==> src/tcp_pkg.sv <==
// Shared constants for the timer capture/compare channel block
package tcp_pkg;

   // Register byte offsets
   localparam logic [7:0] OFS_CTRL   = 8'h00;
   localparam logic [7:0] OFS_SLAVE  = 8'h04;
   localparam logic [7:0] OFS_STATUS = 8'h08;
   localparam logic [7:0] OFS_EVENT  = 8'h0C;
   localparam logic [7:0] OFS_CNT    = 8'h10;
   localparam logic [7:0] OFS_ARR    = 8'h14;
   localparam logic [7:0] OFS_CCM1   = 8'h18;
   localparam logic [7:0] OFS_CCM2   = 8'h1C;
   localparam logic [7:0] OFS_CCR1   = 8'h20;
   localparam logic [7:0] OFS_CCR2   = 8'h24;

   // Control register fields
   localparam int CTRL_EN   = 0;
   localparam int CTRL_DIR  = 1;
   localparam int CTRL_CMS  = 2;
   localparam int CTRL_RELOAD_PRELOAD_ENABLE = 4;
   localparam int CTRL_DSEL = 5;

   // Slave register fields
   localparam int SLV_SMS = 0;
   localparam int SLV_TS  = 4;

   // Channel mode register fields
   localparam int CCM_SEL  = 0;
   localparam int CCM_PE   = 2;
   localparam int CCM_MODE = 4;
   localparam int CCM_POL  = 8;
   localparam int CCM_OE   = 9;
   localparam int CCM_IE   = 10;
   localparam int CCM_DE   = 11;
   localparam int CCM_W    = 12;

   // Event register field
   localparam int EVT_UG = 0;

   // Reset values
   localparam logic [31:0] ARR_RST  = 32'h0000FFFF;
   localparam logic [5:0]  CTRL_RST = 6'h00;

   // Encodings
   localparam logic [1:0] SEL_OUT   = 2'h0;
   localparam logic [1:0] SEL_OWN   = 2'h1;
   localparam logic [1:0] CMS_EDGE  = 2'h0;
   localparam logic [1:0] CMS_DOWN  = 2'h1;
   localparam logic [1:0] CMS_UP    = 2'h2;
   localparam logic [2:0] OCM_HOLD  = 3'h0;
   localparam logic [2:0] OCM_ACT   = 3'h1;
   localparam logic [2:0] OCM_INACT = 3'h2;
   localparam logic [2:0] OCM_TOGL  = 3'h3;
   localparam logic [2:0] OCM_FLO   = 3'h4;
   localparam logic [2:0] OCM_FHI   = 3'h5;
   localparam logic [2:0] OCM_PWM1  = 3'h6;
   localparam logic [2:0] OCM_PWM2  = 3'h7;
   localparam logic [2:0] SMS_RESET = 3'h4;
   localparam logic [2:0] TS_EDGE1  = 3'h5;
   localparam logic [2:0] TS_EDGE2  = 3'h6;

endpackage

==> src/tcp_ref_gen.sv <==
// Reference waveform generator for one compare channel
`timescale 1ns/100ps
`default_nettype none
module tcp_ref_gen
   import tcp_pkg::*;
#(
   parameter int CNT_W = 16
) (
   // Clock and reset
   input  wire logic             core_clk,
   input  wire logic             rst_n,
   // Channel settings and counter state
   input  wire logic [2:0]       mode,
   input  wire logic             match,
   input  wire logic             cnt_down,
   input  wire logic [CNT_W-1:0] cnt,
   input  wire logic [CNT_W-1:0] ccr,
   input  wire logic [CNT_W-1:0] arr,
   // Active-high reference
   output logic                  ref_q
);

   logic pwm1;
   logic ref_d;

   always_comb begin
      // Direction decides whether a count equal to the compare is active
      pwm1 = cnt_down ? (cnt <= ccr) : (cnt < ccr);
      if (ccr > arr) begin
         pwm1 = 1'b1;
      end
   end

   // Refresh events never enter here, so compare modes ignore them
   always_comb begin
      unique case (mode)
         OCM_HOLD:  ref_d = ref_q;
         OCM_ACT:   ref_d = match ? 1'b1 : ref_q;
         OCM_INACT: ref_d = match ? 1'b0 : ref_q;
         OCM_TOGL:  ref_d = match ? ~ref_q : ref_q;
         OCM_FLO:   ref_d = 1'b0;
         OCM_FHI:   ref_d = 1'b1;
         OCM_PWM1:  ref_d = pwm1;
         OCM_PWM2:  ref_d = ~pwm1;
      endcase
   end

   always_ff @(posedge core_clk or negedge rst_n) begin
      if (!rst_n) begin
         ref_q <= 1'b0;
      end else begin
         ref_q <= ref_d;
      end
   end

endmodule
`default_nettype wire

==> src/tcp_timer_channel.sv <==
// Timer counter with two capture/compare channels behind an Avalon-MM slave
`timescale 1ns/100ps
`default_nettype none
module tcp_timer_channel
   import tcp_pkg::*;
#(
   parameter int CNT_W = 16
) (
   // Clock and reset
   input  wire logic        core_clk,
   input  wire logic        arst_n,
   // Avalon-MM slave
   input  wire logic [7:0]  avs_address,
   input  wire logic        avs_read,
   input  wire logic        avs_write,
   input  wire logic [31:0] avs_writedata,
   input  wire logic [3:0]  avs_byteenable,
   output logic [31:0]      avs_readdata,
   output logic             avs_waitrequest,
   // Channel pins
   input  wire logic [1:0]  chan_pin_in,
   output logic [1:0]       chan_pin_out,
   output logic [1:0]       chan_out_en,
   // Requests
   output logic             irq_req,
   output logic [1:0]       dma_req
);

   localparam int NCH = 2;

   function automatic logic [31:0] merge(input logic [31:0] old_v,
                                         input logic [31:0] new_v,
                                         input logic [3:0]  be);
      logic [31:0] m;
      m = {{8{be[3]}}, {8{be[2]}}, {8{be[1]}}, {8{be[0]}}};
      return (old_v & ~m) | (new_v & m);
   endfunction

   logic [1:0]        rst_sync_q;
   logic              rst_n;
   logic              ack_q;
   logic [31:0]       rdata_q;
   logic              wr;
   logic [5:0]        ctrl_q;
   logic [6:0]        slave_q;
   logic [CCM_W-1:0]  ccm_q [NCH];
   logic [CNT_W-1:0]  cnt_q;
   logic [CNT_W-1:0]  cnt_d;
   logic              dir_q;
   logic              dir_d;
   logic [CNT_W-1:0]  arr_pre_q;
   logic [CNT_W-1:0]  arr_act_q;
   logic [CNT_W-1:0]  ccr_pre_q [NCH];
   logic [CNT_W-1:0]  ccr_sh_q [NCH];
   logic [NCH-1:0]    flag_q;
   logic [NCH-1:0]    pin_s1_q;
   logic [NCH-1:0]    pin_s2_q;
   logic [NCH-1:0]    pin_s3_q;
   logic [NCH-1:0]    rise;
   logic [NCH-1:0]    fall;
   logic [NCH-1:0]    filt_edge;
   logic [NCH-1:0]    cap;
   logic [NCH-1:0]    match;
   logic [NCH-1:0]    flag_match;
   logic [NCH-1:0]    ref_wave;
   logic [NCH-1:0]    pin_out_q;
   logic [NCH-1:0]    dma_q;
   logic              run;
   logic              center;
   logic              ovf;
   logic              force_ug;
   logic              trig;
   logic              refresh_event;
   logic              cnt_wr;
   logic [CNT_W-1:0]  wval;

   // Reset release through two flops
   always_ff @(posedge core_clk or negedge arst_n) begin
      if (!arst_n) begin
         rst_sync_q <= 2'h0;
      end else begin
         rst_sync_q <= {rst_sync_q[0], 1'b1};
      end
   end
   assign rst_n = rst_sync_q[1];

   // One wait state, then the access completes
   assign avs_waitrequest = (avs_read | avs_write) & ~ack_q;
   assign wr              = avs_write & ack_q;
   assign wval            = avs_writedata[CNT_W-1:0];
   assign avs_readdata    = rdata_q;

   always_ff @(posedge core_clk or negedge rst_n) begin
      if (!rst_n) begin
         ack_q   <= 1'b0;
         rdata_q <= 32'h0;
      end else begin
         ack_q <= (avs_read | avs_write) & ~ack_q;
         if (avs_read && !ack_q) begin
            unique case (avs_address)
               OFS_CTRL:   rdata_q <= {26'h0, ctrl_q[5:2], dir_q, ctrl_q[CTRL_EN]};
               OFS_SLAVE:  rdata_q <= {25'h0, slave_q};
               OFS_STATUS: rdata_q <= {30'h0, flag_q};
               OFS_CNT:    rdata_q <= 32'(cnt_q);
               OFS_ARR:    rdata_q <= 32'(arr_pre_q);
               OFS_CCM1:   rdata_q <= 32'(ccm_q[0]);
               OFS_CCM2:   rdata_q <= 32'(ccm_q[1]);
               OFS_CCR1:   rdata_q <= 32'(ccr_pre_q[0]);
               OFS_CCR2:   rdata_q <= 32'(ccr_pre_q[1]);
               default:    rdata_q <= 32'h0;
            endcase
         end
      end
   end

   // Configuration registers
   always_ff @(posedge core_clk or negedge rst_n) begin
      if (!rst_n) begin
         ctrl_q  <= CTRL_RST;
         slave_q <= 7'h0;
         ccm_q   <= '{default: '0};
      end else if (wr) begin
         if (avs_address == OFS_CTRL) begin
            ctrl_q <= 6'(merge(32'(ctrl_q), avs_writedata, avs_byteenable));
         end
         if (avs_address == OFS_SLAVE) begin
            slave_q <= 7'(merge(32'(slave_q), avs_writedata, avs_byteenable));
         end
         if (avs_address == OFS_CCM1) begin
            ccm_q[0] <= CCM_W'(merge(32'(ccm_q[0]), avs_writedata, avs_byteenable));
         end
         if (avs_address == OFS_CCM2) begin
            ccm_q[1] <= CCM_W'(merge(32'(ccm_q[1]), avs_writedata, avs_byteenable));
         end
      end
   end

   // Pin synchronisers and edge detection
   always_ff @(posedge core_clk or negedge rst_n) begin
      if (!rst_n) begin
         pin_s1_q <= '0;
         pin_s2_q <= '0;
         pin_s3_q <= '0;
      end else begin
         pin_s1_q <= chan_pin_in;
         pin_s2_q <= pin_s1_q;
         pin_s3_q <= pin_s2_q;
      end
   end
   assign rise = pin_s2_q & ~pin_s3_q;
   assign fall = ~pin_s2_q & pin_s3_q;

   always_comb begin
      for (int i = 0; i < NCH; i++) begin
         filt_edge[i] = ccm_q[i][CCM_POL] ? fall[i] : rise[i];
         // Own pin for select 01, the other channel's pin otherwise
         if (ccm_q[i][CCM_SEL+:2] == SEL_OWN) begin
            cap[i] = ccm_q[i][CCM_POL] ? fall[i] : rise[i];
         end else begin
            cap[i] = ccm_q[i][CCM_POL] ? fall[1-i] : rise[1-i];
         end
         cap[i] = cap[i] & ccm_q[i][CCM_OE] & (ccm_q[i][CCM_SEL+:2] != SEL_OUT);
      end
   end

   // Only the two channel edges can reach the reset-mode slave
   assign trig = (slave_q[SLV_SMS+:3] == SMS_RESET) &
                 (((slave_q[SLV_TS+:3] == TS_EDGE1) & filt_edge[0]) |
                  ((slave_q[SLV_TS+:3] == TS_EDGE2) & filt_edge[1]));

   assign run      = ctrl_q[CTRL_EN];
   assign center   = ctrl_q[CTRL_CMS+:2] != CMS_EDGE;
   assign force_ug = wr & (avs_address == OFS_EVENT) & avs_byteenable[0] &
                     avs_writedata[EVT_UG];
   assign cnt_wr   = wr & (avs_address == OFS_CNT);
   assign refresh_event = ovf | force_ug | trig;

   // Counter and direction
   always_comb begin
      ovf   = 1'b0;
      cnt_d = cnt_q;
      dir_d = dir_q;
      if (run && !cnt_wr) begin
         if (!dir_q) begin
            if (cnt_q >= arr_act_q) begin
               ovf = 1'b1;
               if (center) begin
                  dir_d = 1'b1;
                  cnt_d = cnt_q - 1'b1;
               end else begin
                  cnt_d = '0;
               end
            end else begin
               cnt_d = cnt_q + 1'b1;
            end
         end else begin
            if (cnt_q == '0) begin
               ovf = 1'b1;
               if (center) begin
                  dir_d = 1'b0;
                  cnt_d = cnt_q + 1'b1;
               end else begin
                  cnt_d = arr_act_q;
               end
            end else begin
               cnt_d = cnt_q - 1'b1;
            end
         end
      end
      if (cnt_wr) begin
         cnt_d = wval;
         // No refresh from a counter write; only 0 or the limit steer direction
         if (center && wval == '0) begin
            dir_d = 1'b0;
         end else if (center && wval == arr_act_q) begin
            dir_d = 1'b1;
         end
      end
      if (wr && avs_address == OFS_CTRL && !center && avs_byteenable[0]) begin
         dir_d = avs_writedata[CTRL_DIR];
      end
      if (force_ug || trig) begin
         cnt_d = dir_d ? arr_act_q : '0;
      end
   end

   always_ff @(posedge core_clk or negedge rst_n) begin
      if (!rst_n) begin
         cnt_q <= '0;
         dir_q <= 1'b0;
      end else begin
         cnt_q <= cnt_d;
         dir_q <= dir_d;
      end
   end

   // Auto-reload preload and active value
   always_ff @(posedge core_clk or negedge rst_n) begin
      if (!rst_n) begin
         arr_pre_q <= ARR_RST[CNT_W-1:0];
         arr_act_q <= ARR_RST[CNT_W-1:0];
      end else begin
         if (wr && avs_address == OFS_ARR) begin
            arr_pre_q <= wval;
            if (!ctrl_q[CTRL_RELOAD_PRELOAD_ENABLE]) begin
               arr_act_q <= wval;
            end
         end else if (refresh_event) begin
            arr_act_q <= arr_pre_q;
         end
      end
   end

   // Compare preload, shadow and capture storage
   always_ff @(posedge core_clk or negedge rst_n) begin
      if (!rst_n) begin
         ccr_pre_q <= '{default: '0};
         ccr_sh_q  <= '{default: '0};
      end else begin
         for (int i = 0; i < NCH; i++) begin
            if (cap[i]) begin
               ccr_pre_q[i] <= cnt_q;
            end else if (wr && ccm_q[i][CCM_SEL+:2] == SEL_OUT &&
                         avs_address == (i == 0 ? OFS_CCR1 : OFS_CCR2)) begin
               ccr_pre_q[i] <= wval;
               if (!ccm_q[i][CCM_PE]) begin
                  ccr_sh_q[i] <= wval;
               end
            end else if (refresh_event && ccm_q[i][CCM_PE]) begin
               ccr_sh_q[i] <= ccr_pre_q[i];
            end
         end
      end
   end

   // Compare runs in every output mode, forced ones included
   always_comb begin
      for (int i = 0; i < NCH; i++) begin
         match[i] = run & (ccm_q[i][CCM_SEL+:2] == SEL_OUT) &
                    (cnt_q == ccr_sh_q[i]);
         unique case (ctrl_q[CTRL_CMS+:2])
            CMS_EDGE: flag_match[i] = match[i];
            CMS_DOWN: flag_match[i] = match[i] & dir_q;
            CMS_UP:   flag_match[i] = match[i] & ~dir_q;
            default:  flag_match[i] = match[i];
         endcase
      end
   end

   // Flags clear on a written zero; a simultaneous set wins
   always_ff @(posedge core_clk or negedge rst_n) begin
      if (!rst_n) begin
         flag_q <= '0;
      end else begin
         for (int i = 0; i < NCH; i++) begin
            if (flag_match[i] || cap[i]) begin
               flag_q[i] <= 1'b1;
            end else if (wr && avs_address == OFS_STATUS && avs_byteenable[0] &&
                         !avs_writedata[i]) begin
               flag_q[i] <= 1'b0;
            end
         end
      end
   end

   assign irq_req = |(flag_q & {ccm_q[1][CCM_IE], ccm_q[0][CCM_IE]});

   // DMA request on the match or on the refresh, as selected
   always_ff @(posedge core_clk or negedge rst_n) begin
      if (!rst_n) begin
         dma_q <= '0;
      end else begin
         for (int i = 0; i < NCH; i++) begin
            dma_q[i] <= ccm_q[i][CCM_DE] &
                        (ctrl_q[CTRL_DSEL] ? refresh_event : flag_match[i]);
         end
      end
   end
   assign dma_req = dma_q;

   for (genvar g = 0; g < NCH; g++) begin : g_ch
      tcp_ref_gen #(
         .CNT_W(CNT_W)
      ) u_ref (
         .core_clk (core_clk),
         .rst_n    (rst_n),
         .mode     (ccm_q[g][CCM_MODE+:3]),
         .match    (match[g]),
         .cnt_down (dir_q),
         .cnt      (cnt_q),
         .ccr      (ccr_sh_q[g]),
         .arr      (arr_act_q),
         .ref_q    (ref_wave[g])
      );
   end

   // Polarity applied at the end of the chain
   always_ff @(posedge core_clk or negedge rst_n) begin
      if (!rst_n) begin
         pin_out_q <= '0;
      end else begin
         for (int i = 0; i < NCH; i++) begin
            pin_out_q[i] <= ref_wave[i] ^ ccm_q[i][CCM_POL];
         end
      end
   end

   always_comb begin
      for (int i = 0; i < NCH; i++) begin
         chan_out_en[i]  = ccm_q[i][CCM_OE] & (ccm_q[i][CCM_SEL+:2] == SEL_OUT);
         chan_pin_out[i] = chan_out_en[i] & pin_out_q[i];
      end
   end
endmodule
`default_nettype wire
==> config.mk <==
export PLATFORM = sky130hd
export DESIGN_NAME = tcp_timer_channel
export DESIGN_NICKNAME = d
export VERILOG_FILES = /design/src/tcp_pkg.sv /design/src/tcp_ref_gen.sv /design/src/tcp_timer_channel.sv
export SDC_FILE = /design/constraint.sdc
export NUM_CORES = 1
export LEC_CHECK = 0
export BUFFER_PORTS_ARGS = -buffer_cell sky130_fd_sc_hd__buf_2
export CORE_UTILIZATION = 50
export DETAILED_ROUTE_END_ITERATION = 10
export GPL_ROUTABILITY_DRIVEN = 1
export GPL_TIMING_DRIVEN = 0
export PLACE_DENSITY_LB_ADDON = 0.15
export SKIP_LAST_GASP = 1
export SYNTH_ARGS = -nofsm -noshare
export SYNTH_HDL_FRONTEND = slang
export SYNTH_SLANG_ARGS = --single-unit
==> constraint.sdc <==
create_clock -name core_clk -period 5.6 [get_ports core_clk]
set_input_delay 0.28 -clock core_clk [delete_from_list [all_inputs] [get_ports core_clk]]
set_output_delay 0.28 -clock core_clk [all_outputs]
set_load 0.01 [all_outputs]
==> results of run 1 <==
-- critical path, delay by kind of cell, from the launching register on --
kind / cells / cell delay [ns]
AOI/OAI and AO/OA: 5 / 1.38
adders and majority gates: 1 / 0.36
and+or+nand+nor: 2 / 0.28
DFF: 1 / 0.36
buffers and inverters: 5 / 1.51
muxes: 1 / 0.21
-- worst paths after layout --
path                                            endpoint  slack, ns  cells past startpoint
worst min-delay path                     ack_q$_DFF_PN0_       0.12                      3
worst min register to register     pin_s2_q[0]$_DFF_PN0_       0.35                      0
max in group asynchronous       arr_act_q[8]$_DFFE_PN1P_       4.24                      1
worst max-delay path            ccr_sh_q[15]$_DFFE_PN0P_       1.39                     14
min in group asynchronous        rst_sync_q[1]$_DFF_PN0_       0.13                      2
worst max register to register  ccr_sh_q[15]$_DFFE_PN0P_       1.39                     14
-- kinds of logic (layout without fill, tap and decap cells) --
kind of cell / after synthesis / in the layout / share of synthesized area
buffers and inverters: 148 / 229 / 0.0562
flip-flops: 182 / 182 / 0.398
multiplexers: 115 / 115 / 0.105
adder cells (fa/ha/maj): 84 / 84 / 0.0910
AO/OA/AOI/OAI: 319 / 319 / 0.183
other: 2 / 17 / 0.000650
AND/OR/NAND/NOR: 340 / 340 / 0.146
XOR/XNOR: 27 / 27 / 0.0205
-- cell usage in the layout (no fill, tap or decap), drive strengths merged, types with 8 or more instances in the layout --
master	instances
a21o	21
a21oi	98
a221oi	18
a22o	9
a22oi	32
and3	18
buf	82
clkbuf	69
conb	17
dfrtp	150
dfstp	32
ha	84
inv	70
mux2	51
mux2i	64
nand2	87
nand3	33
nand4	14
nor2	104
nor2b	8
nor3	19
nor4	14
o211ai	9
o21ai	64
xnor2	20
-- final cells by class --
cell class              instances  area [um^2]  share of cell area
clock inverters                14          151              0.0118
plain buffers                  87          420              0.0327
clock buffers                  18          429              0.0334
inverters                      61          229              0.0178
well taps                     285          357              0.0278
repair buffers                 49          305              0.0238
flip-flops and latches        182         4600               0.358
multi-input cells             902         6360               0.495
-- metal layers --
layer | share of wire | track usage
met3 | 0.077 | 0.0631
met2 | 0.43 | 0.496
met1 | 0.44 | 0.484
met5 | 0 | 0
met4 | 0.058 | 0.179
-- power by group --
part           total, mW  switching (mW)  internal (mW)
logic              0.471           0.303          0.168
clock network       1.24           0.636          0.602
registers           1.43          0.0651           1.36
total               3.13            1.00           2.13
-- per-stage QoR --
step	power [mW]	util	area (um^2)
floorplan	1.73	-	11600
global placement	1.89	0.538	12200
detailed placement	1.91	0.541	12200
CTS	3.13	0.568	12800
global route	3.24	0.568	12800
finish	3.13	0.568	12800
-- timing repair --
| item | 4_1_cts | 5_1_grt |
|---|---|---|
| hold buffers | 3 | 0 |
| hold endpoints to repair | 4 | 0 |
| buffers inserted | 0 | 0 |
==> results.cfg, run 1 <==
[status]
outcome = finished, final reports clean

[timing]
max_freq_ghz = 0.238
whs_ns = 0.117
finClkSkew_ns = 0.0182
worst_pin_slew_ns = 1.24
max-slew-margin-rel = 0.166
setup_ws_ns = 1.39
final.setup.tns_ns = 0
rsz0062_at_grt = false
period_share = 0.752
hold_viol = 0
setup_viol = 0
slew_violations = 0
finalCriticalPeriod_ns = 4.21

[power_and_ir_drop]
power.density_nw_per_um2 = 244
irDropWorstVdd_uv = 163
p_leak_nw = 6.26

[hold_path]
hold_path_startpoint = avs_read
hold_class = primary input to flip-flop

[drt]
ant_nets = 0
vias = 10200
wl_per_cell_um = 24.7
drt_wl_total_um = 39500
drtPass1Iterations = 5
vias_per_cell = 6.35
drtIter0Drc = 1092
drc_errors = 0

[clock_tree]
clock_sinks = 182
cts_max_level = 4
post_cts_resized = 0
clk_latency_ns = 0.45
numCtsBuffers = 17
cts_tree = built
clk_pin_slew_worst_paths_ns = 0.08
cts_root_buf = clkbuf_16
clockBufferDepth = 2

[worst_setup_path]
worst-setup-path-type = flip-flop to flip-flop
cp_data_required_time_ns = 5.97
worstSetupStartpointType = flip-flop
max_stage_delay_ns = 0.55
arrival_ns = 4.57
cp_slowest_cell = o31ai_2
startpoint = cnt_q[0]$_DFFE_PN0P_
end_kind = flip-flop
r2r-start = cnt_q[0]$_DFFE_PN0P_
crit_path_cell_trace = clkbuf_1 -> inv_1 -> ha_1 -> nor2b_1 -> o21ai_0 -> a41oi_1 -> o21a_1 -> clkbuf_1 -> o31ai_2 -> and3_1 -> o21a_1 -> buf_2 -> buf_4 -> mux2i_1
cp_max_fo = 10

[yosys]
synth_seq_cells = 182
post-synth-top-count-cell = dfrtp_1
yosysSeqAreaShare = 0.398
synthDistinctLibCells = 74
syn_area_um2 = 11500
synth_flop_cell = dfrtp_1
avgSynthCellArea_um2 = 9.49
synth-edff-count = 0
yosysTopAreaCellShare = 0.325
synth_cells = 1217
synth.top_cells.by_count = dfrtp_1, nor2_1, a21oi_1, nand2_1, ha_1
netlist_top_cells_area = dfrtp_1, ha_1, dfstp_2
synthArstFlopShare = 1.00
yosys_warnings = 0
yosysTopAreaCell = dfrtp_1

[global_route]
grt_pass1_vias = 9689
grt_usage = 0.342
grt_remaining_overflow = 0
grt_max_degree = 69
antenna_found_initial = 0
grt_first_pass_wirelength_um = 59600

[placement]
globalplace.congestion = 0.977
place_ws_ns = 1.49
dpl.cell_count = 1563
hpwl_um = 30500
port_buffers = 44

[final_layout]
syn2layout_area_growth_pct = 11.3
num-nets-final = 1434
fillCellCount = 2078
drive_gt1_frac = 0.162
layout.cells.non_filler = 1598
diodes = 0

[floorplanning]
die_x_um = 154
core_area_um2 = 22600
row_count = 55
die_area_um2 = 23700
die_h_um = 154
initial_utilization = 0.510
ioPinCount = 90

[run]
cap_violations = 0
Note: power is estimated with default switching activity, not from simulation.
==> run 2: changes to the inputs <==
clock period = 3.4 ns   (was 5.6 ns; I/O delays follow)
==> results.cfg, run 2 (synthesis gave the netlist of run 1 again) <==
[clock_tree]
cts_max_level = 4
clk_pin_slew_worst_paths_ns = 0.09
cts_root_buf = clkbuf_16
cts_tree = built
clockBufferDepth = 2
clk_latency_ns = 0.45
numCtsBuffers = 17
clock_sinks = 182

[worst_setup_path]
cp_data_required_time_ns = 3.72
arrival_ns = 3.67
cp_top_family = compound AO/OA/AOI/OAI gates
worst-path-buf-inv = 1
worst-setup-path-type = flip-flop to flip-flop
max_stage_delay_ns = 0.59
end_kind = flip-flop
cp_max_fo = 9
crit_top_cell = nand2_1
worstSetupStartpointType = flip-flop
cp_slowest_cell = dfstp_2
crit_path_cell_trace = inv_1 -> ha_1 -> nand2_1 -> o21ai_0 -> a41oi_2 -> o21ai_1 -> nand2_1 -> a221oi_1 -> a211oi_1 -> a221o_1

[global_route]
grt_remaining_overflow = 0
antenna_found_initial = 0
grt_first_pass_wirelength_um = 60600
grt_usage = 0.347
grt_max_degree = 68
grt_pass1_vias = 9651

[drt]
vias = 10200
wl_per_cell_um = 25.0
drtIter0Drc = 1132
drt_wl_total_um = 40200
drtPass1Iterations = 6
vias_per_cell = 6.34
drc_errors = 0
ant_nets = 0

[final_layout]
num-nets-final = 1446
final_cell_mix = dfrtp_1, nor2_1, a21oi_1
fillCellCount = 2063
syn2layout_area_growth_pct = 13.5
layout_commonest_cell = dfrtp_1
seq_area_um2 = 4600
drive_gt1_frac = 0.184
diodes = 0
multi_input_area_um2 = 6450

[placement]
port_buffers = 44
globalplace.congestion = 0.959
hpwl_um = 30700

[power_and_ir_drop]
irDropWorstVdd_uv = 297
p_leak_nw = 6.36
power_mw = 5.28
power.density_nw_per_um2 = 403

[timing]
rsz0062_at_grt = true
max-slew-margin-rel = 0.161
finalCriticalPeriod_ns = 3.35
hold_viol = 0
final.setup.tns_ns = 0
period_share = 0.984
max_freq_ghz = 0.299
worst_pin_slew_ns = 1.25
setup_viol = 0
slew_violations = 0
finClkSkew_ns = 0.0181

[floorplanning]
ioPinCount = 90
initial_utilization = 0.510
core_area_um2 = 22600
die_area_um2 = 23700
die_h_um = 154
die_x_um = 154
row_count = 55

[hold_path]
hold_class = primary input to flip-flop

[status]
outcome = finished, final reports clean

[run]
cap_violations = 0
## run 2: cell count changes in the layout (fill, tap and decap cells not counted), moves of 3 or more
cell and change:
o21ai_1 +4, inv_8 -5, clkinv_8 +5, o21ai_0 -4, inv_6 +3, nor4_1 -3, buf_4 +12, nor4_2 +3
clkbuf_1 -6
## run 2: timing repair
item / CTS / global route
resized for setup: 13 / 23
hold endpoints to repair: 5 / 0
setup buffers: 1 / 12
pin swaps: 3 / 6
endpoints found under the setup margin: 64 / 35
hold buffers: 4 / 0
## run 2: worst min-delay path, cell delays in order
cell    delay, ns
buf_2        0.11
nor2_1       0.09
nor2_1       0.06
## run 2: worst paths after layout
kind	startpoint	end	slack [ns]	cells after the start
max in group asynchronous	rst_sync_q[1]$_DFF_PN0_	arr_act_q[7]$_DFFE_PN1P_	2.07	1
setup / recovery	arr_act_q[7]$_DFFE_PN1P_	cnt_q[13]$_DFFE_PN0P_	0.05	10
hold / removal	avs_write	ack_q$_DFF_PN0_	0.01	3
min in group asynchronous	arst_n	rst_sync_q[1]$_DFF_PN0_	0.02	2
setup reg to reg	arr_act_q[7]$_DFFE_PN1P_	cnt_q[13]$_DFFE_PN0P_	0.05	10
hold reg to reg	pin_s1_q[1]$_DFF_PN0_	pin_s2_q[1]$_DFF_PN0_	0.35	0
## run 2: per-layer routing
metal  global-route usage  vias to the layer above  share of wire
met5                    0                        -              0
li1                     -                     4600              -
met2                0.531                      513           0.44
met1                0.482                     4995           0.43
met3               0.0589                      105          0.083
met4                0.158                        0          0.047
## run 2: power breakdown
part           switching [mW]  internal [mW]
clock                    1.07           1.02
sequential              0.127           2.24
combinational           0.516          0.302
## run 2: metrics by stage
step                      utilization  setup WS, ns  cell area, um^2  hold slack, ns  instances
final                           0.579        0.0531            13100         0.00951       1610
after global routing            0.579      -0.00738            13100          0.0149       1610
after CTS                       0.572       0.00723            12900          0.0113       1598
after detailed placement        0.541        -0.709            12200         -0.0408       1563
after global placement          0.538        -0.816            12200         -0.0435       1561
after floorplan                     -         0.426            11600          -0.126       1232
## run 2: cell type report
type / count / area share
Timing Repair Buffer: 63 / 0.0315
Buffer: 85 / 0.0335
Tap cell: 285 / 0.0272
Clock buffer: 18 / 0.0335
Sequential cell: 182 / 0.351
Multi-Input combinational cell: 902 / 0.492
Inverter: 61 / 0.0178
Clock inverter: 14 / 0.0136
